**src/ros_pkg.sv**
```systemverilog
// Shared constants, types and register map of the receive overrun statistics block
package ros_pkg;

  // Register bus geometry
  localparam int ADDR_W = 8;
  localparam int DATA_W = 32;

  // Register byte offsets
  localparam logic [ADDR_W-1:0] REG_START_OVR  = 8'h00;
  localparam logic [ADDR_W-1:0] REG_MIDDLE_OVR = 8'h04;
  localparam logic [ADDR_W-1:0] REG_DESC_OVR   = 8'h08;
  localparam logic [ADDR_W-1:0] REG_CTRL       = 8'h0C;
  localparam logic [ADDR_W-1:0] REG_STATUS     = 8'h10;
  localparam logic [ADDR_W-1:0] REG_MAC_LO     = 8'h14;
  localparam logic [ADDR_W-1:0] REG_MAC_HI     = 8'h18;
  localparam logic [ADDR_W-1:0] REG_MAX_LEN    = 8'h1C;
  localparam logic [ADDR_W-1:0] REG_MCAST_BASE = 8'h20;
  localparam logic [ADDR_W-1:0] MCAST_STRIDE   = 8'h08;

  // Field positions
  localparam int CTRL_PROMISC_BIT     = 0;
  localparam int CTRL_FULL_DUPLEX_BIT = 1;
  localparam int MCAST_VALID_BIT      = 16;

  // Values after reset
  localparam logic [1:0]  CTRL_RESET    = 2'h0;
  localparam logic [15:0] MAX_LEN_RESET = 16'h05EE;
  localparam logic [47:0] MAC_RESET     = 48'h0;

  // Timing at the 125 MHz system clock, times in ns
  localparam int CLK_PERIOD_NS = 8;
  localparam int JAM_NS        = 320;
  localparam int SLOT_NS       = 5120;
  localparam int IFG_NS        = 960;
  localparam int JAM_CYCLES    = (JAM_NS + CLK_PERIOD_NS - 1) / CLK_PERIOD_NS;
  localparam int SLOT_CYCLES   = (SLOT_NS + CLK_PERIOD_NS - 1) / CLK_PERIOD_NS;
  localparam int IFG_CYCLES    = (IFG_NS + CLK_PERIOD_NS - 1) / CLK_PERIOD_NS;
  localparam int BACKOFF_EXP_MAX = 10;

  // Receive framing
  localparam logic [3:0] SFD_NIBBLE = 4'hD;
  localparam logic [3:0] DA_NIBBLES = 4'hC;

  // Bus answers
  localparam logic [1:0] RESP_OKAY   = 2'h0;
  localparam logic [1:0] RESP_SLVERR = 2'h2;

  // Receive nibble from the PHY
  typedef struct packed {
    logic       dv;
    logic       er;
    logic [3:0] d;
  } ros_mii_rx_t;

  // Buffer resources seen by the receive path
  typedef struct packed {
    logic fifo_full;
    logic buf_avail;
    logic head_desc_zero;
  } ros_rsrc_t;

  typedef enum logic [1:0] {
    RX_IDLE = 2'b00,
    RX_PRE  = 2'b01,
    RX_BODY = 2'b10
  } ros_rx_state_t;

  typedef enum logic [2:0] {
    TX_IDLE    = 3'b000,
    TX_DEFER   = 3'b001,
    TX_SEND    = 3'b010,
    TX_JAM     = 3'b011,
    TX_BACKOFF = 3'b100
  } ros_tx_state_t;

endpackage

```
**src/ros_event_counter.sv**
```systemverilog
// Wrapping event counter, one step per pulse
`timescale 1ns/1ns
module ros_event_counter #(
  parameter int WIDTH = 32
) (
  // Clock and reset
  input  wire logic             clk,
  input  wire logic             nrst,
  // Event and value
  input  wire logic             inc,
  output logic      [WIDTH-1:0] count
);

  always_ff @(posedge clk or negedge nrst)
  begin
    if (!nrst)
      count <= '0;
    else if (inc)
      count <= count + 1'b1;
  end

endmodule

```
**src/ros_addr_filter.sv**
```systemverilog
// Destination address classifier and accept decision
`timescale 1ns/1ns
module ros_addr_filter #(
  parameter int ENTRIES = 4
) (
  // Address under test, first byte in bits 7:0
  input  wire logic [47:0]         dest_addr,
  // Station and group list
  input  wire logic [47:0]         station_addr,
  input  wire logic [ENTRIES*48-1:0] mcast_addr,
  input  wire logic [ENTRIES-1:0]  mcast_valid,
  input  wire logic                promisc,
  // Result
  output logic                     accept,
  output logic                     is_broadcast,
  output logic                     is_multicast
);

  logic list_hit;

  always_comb
  begin
    list_hit = 1'b0;
    for (int i = 0; i < ENTRIES; i++)
      if (mcast_valid[i] && mcast_addr[i*48 +: 48] == dest_addr)
        list_hit = 1'b1;
    is_broadcast = &dest_addr;
    is_multicast = dest_addr[0] && !is_broadcast;
    accept = promisc
           || is_broadcast
           || (is_multicast && list_hit)
           || (!dest_addr[0] && dest_addr == station_addr);
  end

endmodule

```
**src/ros_top.sv**
```systemverilog
// Receive overrun statistics with address filter, duplex transmit gate and register slave
//
// Contract
// - An accepted frame that cannot start for lack of FIFO space or a DMA buffer bumps the start counter.
// - An accepted frame that starts cleanly but later runs short of resources bumps the middle counter.
// - An accepted frame that meets a zero head descriptor at start or mid-frame bumps the DMA counter; a mid-frame one counts only if no shortage came first.
// - Only frames passing unicast, broadcast or multicast match, or taken in promiscuous mode, count.
// - Frame length never gates the counters, runts and oversize frames count too.
// - CRC, alignment and code errors neither cause nor block a count.
// - An all-ones destination is broadcast, a class apart from multicast.
// - A destination whose first byte has its low bit set is a group address.
// - With promiscuous mode on, frames for other stations are accepted.
// - In full duplex the transmitter never defers and ignores receive activity.
// - In half duplex the transmitter waits for a quiet medium before sending.
// - In half duplex a collision is followed by a fixed jam, then a random backoff, then a retry.
//
// Implementation choices: the AXI4-Lite interface to the registers and the address map.
`timescale 1ns/1ns
module ros_top
  import ros_pkg::*;
#(
  parameter int MCAST_ENTRIES = 4
) (
  // Clock and reset
  input  wire logic              clk,
  input  wire logic              nrst,
  // AXI4-Lite write
  input  wire logic [ADDR_W-1:0] s_axi_awaddr,
  input  wire logic              s_axi_awvalid,
  output logic                   s_axi_awready,
  input  wire logic [DATA_W-1:0] s_axi_wdata,
  input  wire logic [3:0]        s_axi_wstrb,
  input  wire logic              s_axi_wvalid,
  output logic                   s_axi_wready,
  output logic [1:0]             s_axi_bresp,
  output logic                   s_axi_bvalid,
  input  wire logic              s_axi_bready,
  // AXI4-Lite read
  input  wire logic [ADDR_W-1:0] s_axi_araddr,
  input  wire logic              s_axi_arvalid,
  output logic                   s_axi_arready,
  output logic [DATA_W-1:0]      s_axi_rdata,
  output logic [1:0]             s_axi_rresp,
  output logic                   s_axi_rvalid,
  input  wire logic              s_axi_rready,
  // MII pins
  input  wire logic              mii_rx_clk,
  input  wire ros_mii_rx_t       mii_rx,
  input  wire logic              mii_crs,
  input  wire logic              mii_col,
  // Receive resources, same clock
  input  wire ros_rsrc_t         rsrc,
  // Transmit path, same clock
  input  wire logic              tx_req,
  input  wire logic              tx_done,
  output logic                   tx_grant,
  output logic                   tx_jam,
  output logic                   tx_backoff
);

  // Pin synchronisers
  logic        rclk_s1, rclk_s2, rclk_s3;
  ros_mii_rx_t mii_s1, mii_s2;
  logic        crs_s1, crs_s2, col_s1, col_s2;

  always_ff @(posedge clk or negedge nrst)
  begin
    if (!nrst)
    begin
      {rclk_s1, rclk_s2, rclk_s3} <= 3'h0;
      mii_s1 <= '0;
      mii_s2 <= '0;
      {crs_s1, crs_s2, col_s1, col_s2} <= 4'h0;
    end
    else
    begin
      rclk_s1 <= mii_rx_clk;
      rclk_s2 <= rclk_s1;
      rclk_s3 <= rclk_s2;
      mii_s1  <= mii_rx;
      mii_s2  <= mii_s1;
      crs_s1  <= mii_crs;
      crs_s2  <= crs_s1;
      col_s1  <= mii_col;
      col_s2  <= col_s1;
    end
  end

  logic rx_edge;
  assign rx_edge = rclk_s2 && !rclk_s3;

  // Software registers
  logic [1:0]  ctrl_reg;
  logic [47:0] mac_reg;
  logic [15:0] max_len_reg;
  logic [47:0] mcast_reg [MCAST_ENTRIES];
  logic [MCAST_ENTRIES-1:0] mcast_valid_reg;
  localparam int ENTRIES_FLAT = MCAST_ENTRIES * 48;
  logic [ENTRIES_FLAT-1:0]  mcast_flat;

  always_comb
  begin
    for (int i = 0; i < MCAST_ENTRIES; i++)
      mcast_flat[i*48 +: 48] = mcast_reg[i];
  end

  // Receive classification
  ros_rx_state_t rx_state_reg;
  logic [47:0]   da_reg;
  logic [3:0]    nib_cnt_reg;
  logic          da_done_reg, start_ovr_reg, mid_ovr_reg, desc_cause_reg;
  logic          start_inc_reg, mid_inc_reg, desc_inc_reg;
  logic          accept, is_bcast, is_mcast, short_now;

  ros_addr_filter #(
    .ENTRIES      (MCAST_ENTRIES)
  ) u_filter (
    .dest_addr    (da_reg),
    .station_addr (mac_reg),
    .mcast_addr   (mcast_flat),
    .mcast_valid  (mcast_valid_reg),
    .promisc      (ctrl_reg[CTRL_PROMISC_BIT]),
    .accept       (accept),
    .is_broadcast (is_bcast),
    .is_multicast (is_mcast)
  );

  // Error nibbles are not looked at: line errors never touch the tally
  assign short_now = rsrc.fifo_full || !rsrc.buf_avail || rsrc.head_desc_zero;

  always_ff @(posedge clk or negedge nrst)
  begin
    if (!nrst)
    begin
      rx_state_reg   <= RX_IDLE;
      da_reg         <= 48'h0;
      nib_cnt_reg    <= 4'h0;
      da_done_reg    <= 1'b0;
      start_ovr_reg  <= 1'b0;
      mid_ovr_reg    <= 1'b0;
      desc_cause_reg <= 1'b0;
    end
    else if (rx_edge)
    begin
      case (rx_state_reg)
        RX_IDLE:
          if (mii_s2.dv)
            rx_state_reg <= RX_PRE;
        RX_PRE:
          if (!mii_s2.dv)
            rx_state_reg <= RX_IDLE;
          else if (mii_s2.d == SFD_NIBBLE)
          begin
            rx_state_reg   <= RX_BODY;
            da_reg         <= 48'h0;
            nib_cnt_reg    <= 4'h0;
            da_done_reg    <= 1'b0;
            start_ovr_reg  <= short_now;
            mid_ovr_reg    <= 1'b0;
            desc_cause_reg <= rsrc.head_desc_zero;
          end
        RX_BODY:
          if (!mii_s2.dv)
            rx_state_reg <= RX_IDLE;
          else
          begin
            if (!da_done_reg)
            begin
              da_reg[nib_cnt_reg*4 +: 4] <= mii_s2.d;
              nib_cnt_reg <= nib_cnt_reg + 4'h1;
              da_done_reg <= (nib_cnt_reg == DA_NIBBLES - 4'h1);
            end
            // First shortage only, so a frame lands in the start or middle bin, never both
            if (!start_ovr_reg && !mid_ovr_reg && short_now)
            begin
              mid_ovr_reg    <= 1'b1;
              desc_cause_reg <= rsrc.head_desc_zero;
            end
          end
        default:
          rx_state_reg <= RX_IDLE;
      endcase
    end
  end

  // Frame end tally; length is never consulted
  logic frame_end, counted;
  assign frame_end = rx_edge && rx_state_reg == RX_BODY && !mii_s2.dv;
  assign counted   = frame_end && accept
                   && (da_done_reg || ctrl_reg[CTRL_PROMISC_BIT]);

  always_ff @(posedge clk or negedge nrst)
  begin
    if (!nrst)
      {start_inc_reg, mid_inc_reg, desc_inc_reg} <= 3'h0;
    else
    begin
      start_inc_reg <= counted && start_ovr_reg;
      mid_inc_reg   <= counted && !start_ovr_reg && mid_ovr_reg;
      desc_inc_reg  <= counted && (start_ovr_reg || mid_ovr_reg)
                     && desc_cause_reg;
    end
  end

  logic [31:0] start_cnt, mid_cnt, desc_cnt;

  ros_event_counter #(.WIDTH(32)) u_start_cnt (
    .clk   (clk),
    .nrst  (nrst),
    .inc   (start_inc_reg),
    .count (start_cnt)
  );

  ros_event_counter #(.WIDTH(32)) u_mid_cnt (
    .clk   (clk),
    .nrst  (nrst),
    .inc   (mid_inc_reg),
    .count (mid_cnt)
  );

  ros_event_counter #(.WIDTH(32)) u_desc_cnt (
    .clk   (clk),
    .nrst  (nrst),
    .inc   (desc_inc_reg),
    .count (desc_cnt)
  );

  // Transmit medium access
  ros_tx_state_t tx_state_reg;
  logic [15:0]   tmr_reg;
  logic [9:0]    slots_reg;
  logic [3:0]    attempt_reg;
  logic [15:0]   lfsr_reg;
  logic [9:0]    bo_mask;
  logic          full_dup;

  assign full_dup = ctrl_reg[CTRL_FULL_DUPLEX_BIT];
  assign bo_mask  = (attempt_reg >= 4'(BACKOFF_EXP_MAX - 1)) ? 10'h3FF
                  : 10'((11'h2 << attempt_reg) - 11'h1);

  always_ff @(posedge clk or negedge nrst)
  begin
    if (!nrst)
      lfsr_reg <= 16'hACE1;
    else
      lfsr_reg <= {lfsr_reg[14:0], lfsr_reg[15] ^ lfsr_reg[13] ^ lfsr_reg[12] ^ lfsr_reg[10]};
  end

  always_ff @(posedge clk or negedge nrst)
  begin
    if (!nrst)
    begin
      tx_state_reg <= TX_IDLE;
      tmr_reg      <= 16'h0;
      slots_reg    <= 10'h0;
      attempt_reg  <= 4'h0;
    end
    else
    begin
      case (tx_state_reg)
        TX_IDLE:
        begin
          attempt_reg <= 4'h0;
          tmr_reg     <= 16'h0;
          if (tx_req)
            tx_state_reg <= full_dup ? TX_SEND : TX_DEFER;
        end
        TX_DEFER:
          if (full_dup)
            tx_state_reg <= TX_SEND;
          else if (crs_s2)
            tmr_reg <= 16'h0;
          else if (tmr_reg == 16'(IFG_CYCLES - 1))
          begin
            tx_state_reg <= TX_SEND;
            tmr_reg      <= 16'h0;
          end
          else
            tmr_reg <= tmr_reg + 16'h1;
        TX_SEND:
          if (tx_done)
            tx_state_reg <= TX_IDLE;
          else if (!full_dup && col_s2)
          begin
            tx_state_reg <= TX_JAM;
            tmr_reg      <= 16'h0;
          end
        TX_JAM:
          if (tmr_reg == 16'(JAM_CYCLES - 1))
          begin
            tx_state_reg <= TX_BACKOFF;
            tmr_reg      <= 16'h0;
            slots_reg    <= lfsr_reg[9:0] & bo_mask;
            if (attempt_reg != 4'hF)
              attempt_reg <= attempt_reg + 4'h1;
          end
          else
            tmr_reg <= tmr_reg + 16'h1;
        TX_BACKOFF:
          if (slots_reg == 10'h0)
            tx_state_reg <= TX_DEFER;
          else if (tmr_reg == 16'(SLOT_CYCLES - 1))
          begin
            tmr_reg   <= 16'h0;
            slots_reg <= slots_reg - 10'h1;
          end
          else
            tmr_reg <= tmr_reg + 16'h1;
        default:
          tx_state_reg <= TX_IDLE;
      endcase
    end
  end

  always_ff @(posedge clk or negedge nrst)
  begin
    if (!nrst)
      {tx_grant, tx_jam, tx_backoff} <= 3'h0;
    else
    begin
      tx_grant   <= tx_state_reg == TX_SEND;
      tx_jam     <= tx_state_reg == TX_JAM;
      tx_backoff <= tx_state_reg == TX_BACKOFF;
    end
  end

  // AXI4-Lite slave
  logic              aw_have_reg, w_have_reg, aw_have_next, w_have_next, wr_fire;
  logic [ADDR_W-1:0] aw_addr_reg;
  logic [DATA_W-1:0] w_data_reg;
  logic [3:0]        w_strb_reg;
  logic              rvalid_next, rd_ok;
  logic [DATA_W-1:0] rd_word;

  function automatic logic [31:0] merge(input logic [31:0] old_v, input logic [31:0] new_v,
                                        input logic [3:0] strb);
    logic [31:0] r;
    r = old_v;
    for (int b = 0; b < 4; b++)
      if (strb[b])
        r[b*8 +: 8] = new_v[b*8 +: 8];
    return r;
  endfunction

  assign wr_fire      = aw_have_reg && w_have_reg && !s_axi_bvalid;
  assign aw_have_next = wr_fire ? 1'b0 : (s_axi_awvalid && s_axi_awready) || aw_have_reg;
  assign w_have_next  = wr_fire ? 1'b0 : (s_axi_wvalid && s_axi_wready) || w_have_reg;
  assign rvalid_next  = (s_axi_arvalid && s_axi_arready)
                      || (s_axi_rvalid && !s_axi_rready);

  always_ff @(posedge clk or negedge nrst)
  begin
    if (!nrst)
    begin
      {aw_have_reg, w_have_reg, s_axi_awready, s_axi_wready} <= 4'h0;
      aw_addr_reg <= '0;
      w_data_reg  <= '0;
      w_strb_reg  <= 4'h0;
    end
    else
    begin
      aw_have_reg   <= aw_have_next;
      w_have_reg    <= w_have_next;
      s_axi_awready <= !aw_have_next;
      s_axi_wready  <= !w_have_next;
      if (s_axi_awvalid && s_axi_awready)
        aw_addr_reg <= s_axi_awaddr;
      if (s_axi_wvalid && s_axi_wready)
      begin
        w_data_reg <= s_axi_wdata;
        w_strb_reg <= s_axi_wstrb;
      end
    end
  end

  logic        wr_in_list;
  logic [ADDR_W-1:0] wr_off;
  assign wr_off     = aw_addr_reg - REG_MCAST_BASE;
  assign wr_in_list = aw_addr_reg >= REG_MCAST_BASE
                   && wr_off < ADDR_W'(MCAST_ENTRIES * 8);

  // Writes to the read-only counters are answered but change nothing
  always_ff @(posedge clk or negedge nrst)
  begin
    if (!nrst)
    begin
      ctrl_reg        <= CTRL_RESET;
      mac_reg         <= MAC_RESET;
      max_len_reg     <= MAX_LEN_RESET;
      mcast_valid_reg <= '0;
      for (int i = 0; i < MCAST_ENTRIES; i++)
        mcast_reg[i] <= 48'h0;
      s_axi_bvalid    <= 1'b0;
      s_axi_bresp     <= RESP_OKAY;
    end
    else
    begin
      if (s_axi_bvalid && s_axi_bready)
        s_axi_bvalid <= 1'b0;
      if (wr_fire)
      begin
        s_axi_bvalid <= 1'b1;
        s_axi_bresp  <= RESP_OKAY;
        if (aw_addr_reg == REG_CTRL)
          ctrl_reg <= 2'(merge({30'h0, ctrl_reg}, w_data_reg, w_strb_reg));
        else if (aw_addr_reg == REG_MAC_LO)
          mac_reg[31:0] <= merge(mac_reg[31:0], w_data_reg, w_strb_reg);
        else if (aw_addr_reg == REG_MAC_HI)
          mac_reg[47:32] <= 16'(merge({16'h0, mac_reg[47:32]}, w_data_reg, w_strb_reg));
        else if (aw_addr_reg == REG_MAX_LEN)
          max_len_reg <= 16'(merge({16'h0, max_len_reg}, w_data_reg, w_strb_reg));
        else if (wr_in_list)
        begin
          for (int i = 0; i < MCAST_ENTRIES; i++)
            if (wr_off[ADDR_W-1:3] == (ADDR_W-3)'(i))
            begin
              if (!wr_off[2])
                mcast_reg[i][31:0] <= merge(mcast_reg[i][31:0], w_data_reg, w_strb_reg);
              else
                {mcast_valid_reg[i], mcast_reg[i][47:32]} <=
                  17'(merge({15'h0, mcast_valid_reg[i], mcast_reg[i][47:32]},
                            w_data_reg, w_strb_reg));
            end
        end
        else if (aw_addr_reg != REG_START_OVR && aw_addr_reg != REG_MIDDLE_OVR
                 && aw_addr_reg != REG_DESC_OVR && aw_addr_reg != REG_STATUS)
          s_axi_bresp <= RESP_SLVERR;
      end
    end
  end

  logic [ADDR_W-1:0] rd_off;
  assign rd_off = s_axi_araddr - REG_MCAST_BASE;

  always_comb
  begin
    rd_ok   = 1'b1;
    rd_word = '0;
    case (s_axi_araddr)
      REG_START_OVR:  rd_word = start_cnt;
      REG_MIDDLE_OVR: rd_word = mid_cnt;
      REG_DESC_OVR:   rd_word = desc_cnt;
      REG_CTRL:       rd_word = {30'h0, ctrl_reg};
      REG_STATUS:     rd_word = {20'h0, is_mcast, is_bcast, accept, attempt_reg,
                                 tx_state_reg, rx_state_reg};
      REG_MAC_LO:     rd_word = mac_reg[31:0];
      REG_MAC_HI:     rd_word = {16'h0, mac_reg[47:32]};
      REG_MAX_LEN:    rd_word = {16'h0, max_len_reg};
      default:
      begin
        rd_ok = 1'b0;
        for (int i = 0; i < MCAST_ENTRIES; i++)
          if (s_axi_araddr >= REG_MCAST_BASE && rd_off[ADDR_W-1:3] == (ADDR_W-3)'(i))
          begin
            rd_ok   = 1'b1;
            rd_word = rd_off[2] ? {15'h0, mcast_valid_reg[i], mcast_reg[i][47:32]}
                                : mcast_reg[i][31:0];
          end
      end
    endcase
  end

  always_ff @(posedge clk or negedge nrst)
  begin
    if (!nrst)
    begin
      s_axi_arready <= 1'b0;
      s_axi_rvalid  <= 1'b0;
      s_axi_rdata   <= '0;
      s_axi_rresp   <= RESP_OKAY;
    end
    else
    begin
      s_axi_rvalid  <= rvalid_next;
      s_axi_arready <= !rvalid_next;
      if (s_axi_arvalid && s_axi_arready)
      begin
        s_axi_rdata <= rd_word;
        s_axi_rresp <= rd_ok ? RESP_OKAY : RESP_SLVERR;
      end
    end
  end

endmodule

```
**config.mk**
```make
export PLATFORM = sky130hd
export DESIGN_NAME = ros_top
export DESIGN_NICKNAME = d
export VERILOG_FILES = /design/src/ros_pkg.sv /design/src/ros_event_counter.sv /design/src/ros_addr_filter.sv /design/src/ros_top.sv
export SDC_FILE = /design/constraint.sdc
export NUM_CORES = 1
export LEC_CHECK = 0
export BUFFER_PORTS_ARGS = -buffer_cell sky130_fd_sc_hd__buf_2
export CAP_MARGIN = 40
export CORE_MARGIN = 1.5
export CORE_UTILIZATION = 40
export DETAILED_ROUTE_END_ITERATION = 10
export PLACE_DENSITY = 0.57
export SLEW_MARGIN = 20
export SYNTH_ARGS = -nofsm -noshare
export SYNTH_HDL_FRONTEND = slang
export SYNTH_SLANG_ARGS = --single-unit
```
**constraint.sdc**
```tcl
create_clock -name clk -period 2.65 [get_ports clk]
set_input_delay 0.53 -clock clk [delete_from_list [all_inputs] [get_ports clk]]
set_output_delay 0.53 -clock clk [all_outputs]
set_load 0.01 [all_outputs]
```
==> impl_metrics.json <==
{
  "synth_area_per_cell_um2": 11.3,
  "route.vias.total": 22200,
  "initial_core_util_pct": 40.6,
  "dpl_worst_slack_ps": -529,
  "diodes": 0,
  "cp-end-kind": "flop",
  "die_h_um": 270,
  "crit_arrival_ps": 3210,
  "firstDrtPassIters": 5,
  "ys.flop_type": "dfrtp_1",
  "nNetsFinal": 3075,
  "fin_crit_ps": 2700,
  "ys_seq_area_share_pct": 50.3,
  "required_ps": 3160,
  "synth.area.top_cells": "dfrtp_1 49%, mux2_2 13%, xnor2_1 6.3%",
  "fin_crit_sh_pct": 102,
  "p_leak_uw": 0.0168,
  "final_common_cell": "dfrtp_1",
  "path_clk_slew_ps": 60,
  "dieArea_mm2": 0.0729,
  "cts_sinks": 573,
  "portBuffers": 113,
  "track_usage_pct": 28.6,
  "routabilityCongestion": 1.00,
  "power_uw": 24400,
  "io_pins": 117,
  "synthesis.area_mm2": 0.0285,
  "powerDensity_mw_per_mm2": 688,
  "cp_num_cells": 11,
  "peakVddDrop_uv": 629,
  "synth-async-reset-ratio_pct": 100,
  "critical-path-slowest-cell": "dfrtp_2",
  "path_buf_inv": 3,
  "core-area_mm2": 0.0703,
  "cts_root_buf": "clkbuf_16",
  "max_stage_delay_ps": 490,
  "dp_hpwl_mm": 80.8,
  "crit_type": "reg2reg",
  "ff2ff_setup_slack_ps": -50,
  "clk_latency_ps": 620,
  "maxSlewViolCount": 0,
  "grt_max_degree": 100,
  "hp-class": "in2reg",
  "rsz0062_at_grt": "true",
  "drt-vias-per-instance": 5.59,
  "min_from": "mii_rx[3]",
  "drt_wl_total_mm": 104,
  "synth_top_area_cell": "dfrtp_1",
  "synth_warnings": 0,
  "startpoint": "da_reg[32]$_DFFE_PN0P_",
  "grt_overflow_total": 0,
  "multi_input_area_mm2": 0.0135,
  "drt_iter0_markers": 2320,
  "ys_ff_latch": 573,
  "numCtsBuffers": 67,
  "rr_startpoint": "da_reg[32]$_DFFE_PN0P_",
  "whs_ps": 21.9,
  "synthCells": 2520,
  "antenna_found_initial": 5,
  "die_w_um": 270,
  "worstPathCellList": "buf_4, buf_4, xnor2_1, nand4_1, nor4_1, buf_4, nand4_1, o2111ai_2, a21oi_4, or4_4, nor3b_2",
  "skew_ps": 27.9,
  "path_delay_family": "simple AND/OR/NAND/NOR gates",
  "worst_setup_path_start_kind": "flop",
  "status": "finished, violations left",
  "worst_slew_margin_rel_pct": 46.8,
  "tritoncts": "yes",
  "fillers": 6310,
  "crit_end": "mid_inc_reg$_DFF_PN0_",
  "cts_buffer_depth": 3,
  "synth_top_area_share_pct": 48.9,
  "hold_viol_final": 0,
  "cp_common_cell": "buf_4",
  "ant_nets": 0,
  "htree_levels": 3,
  "drc": 0,
  "finalSetupTns_ps": -50.6,
  "violations": "setup timing",
  "rows": 97,
  "maxCapViolCount": 0,
  "setup_viol_count_final": 1,
  "crit_path_max_fanout": 5,
  "largest_register_ffs": 192,
  "grt_pass1_vias": 22600,
  "drive_above_1_share_pct": 34.5,
  "avgRoutedWirePerCell_um": 26.1,
  "rr_endpoint": "mid_inc_reg$_DFF_PN0_",
  "finalWorstSetupSlack_ps": -50.6,
  "syn2layout_area_growth_pct": 24.2,
  "grt_pass1_wl_mm": 154,
  "final-seq-area_mm2": 0.0144,
  "synth-edff-count": 0,
  "netlist-cell-type-count": 71,
  "tightestPinTransition_ps": 788,
  "ff2ff_path_depth": 11,
  "layout_common_cells": "556 x dfrtp_1, 401 x buf_4, 317 x mux2_2",
  "fmax_mhz": 370
}
[worst min-delay path by stage]
stage | to | slack [ps] | depth (start not counted)
after global placement | mii_s2[2]$_DFF_PN0_ | 330 | 0
after global routing | mii_s1[0]$_DFF_PN0_ | 9 | 1
after detailed placement | mii_s2[1]$_DFF_PN0_ | 340 | 0
after floorplan | attempt_reg[0]$_DFFE_PN0P_ | 230 | 0
final | mii_s1[3]$_DFF_PN0_ | 20 | 1
after CTS | crs_s1$_DFF_PN0_ | 0.1 | 1
[routing by layer]
metal  global-route usage (%)  wire length [µm]  up-vias  part of all wire [%]
li1                         -                 -     9956                     -
met1                     40.4             46700    11400                    45
met2                     44.0             46800      730                    45
met3                     4.15              5880      161                   5.7
met4                     12.0              4480        2                   4.3
met5                        0                10        -                0.0096
[metrics by stage]
step / cells / util, % / instance area, µm²
CTS: 3972 / 50.3 / 35400
finish: 3974 / 50.4 / 35400
global route: 3974 / 50.4 / 35400
floorplan: 2521 / - / 28500
detailed placement: 3848 / 47.0 / 33100
global placement: 3848 / 47.0 / 33100
[final cells by class]
class                   instances  share of cell area [%]
inverters                      63                   0.667
clock inverters                26                   0.735
flip-flops and latches        573                    40.5
clock buffers                  93                    5.29
multi-input cells            1740                    38.0
repair buffers                539                    11.5
well taps                     940                    3.32
[synth_stat cells (18+ instances only)]
cell and number:
dfrtp_1 557, mux2_2 317, xnor2_1 206, nand2_1 173
nor2_1 154, xor2_1 116, o21ai_0 112, clkbuf_1 85
nand4_1 78, inv_1 62, nand3_1 61, nor3_1 47
mux2i_1 42, a22o_1 41, nor4_1 40, a21oi_1 35
buf_2 33, a221oi_1 29, o22ai_1 29, mux4_2 25
and3_1 21, a31oi_1 18, ha_1 18
[worst register-to-register path, stage by stage, from the launching register on]
cell	delay [ps]
dfrtp_2	490
buf_4	190
buf_4	130
xnor2_1	150
nand4_1	180
nor4_1	330
buf_4	180
nand4_1	100
o2111ai_2	110
a21oi_4	130
or4_4	450
nor3b_2	170
[report_power, final]
group	switching, µW	internal (µW)	total, µW
clock network	3860	5280	9140
registers	1610	9520	11100
logic	2230	1890	4110
[timing repair]
item	in CTS	in global routing
buffers inserted	2	0
resized for setup	21	9
pin swaps	7	1
endpoints found under the setup margin	4	31
hold buffers	3	0
hold endpoints to repair	31	0
[kinds of logic (layout without fill, tap and decap cells)]
group	count (synthesis)	count (layout)	synth area share, %
buffers and inverters	208	721	3.16
AO/OA/AOI/OAI	363	363	8.63
adder cells (fa/ha/maj)	18	18	0.789
XOR/XNOR	322	322	9.89
multiplexers	384	384	16.0
AND/OR/NAND/NOR	651	651	11.2
flip-flops	573	573	50.3
other	1	2	0.0131
Power figures use the tool's default switching activity.
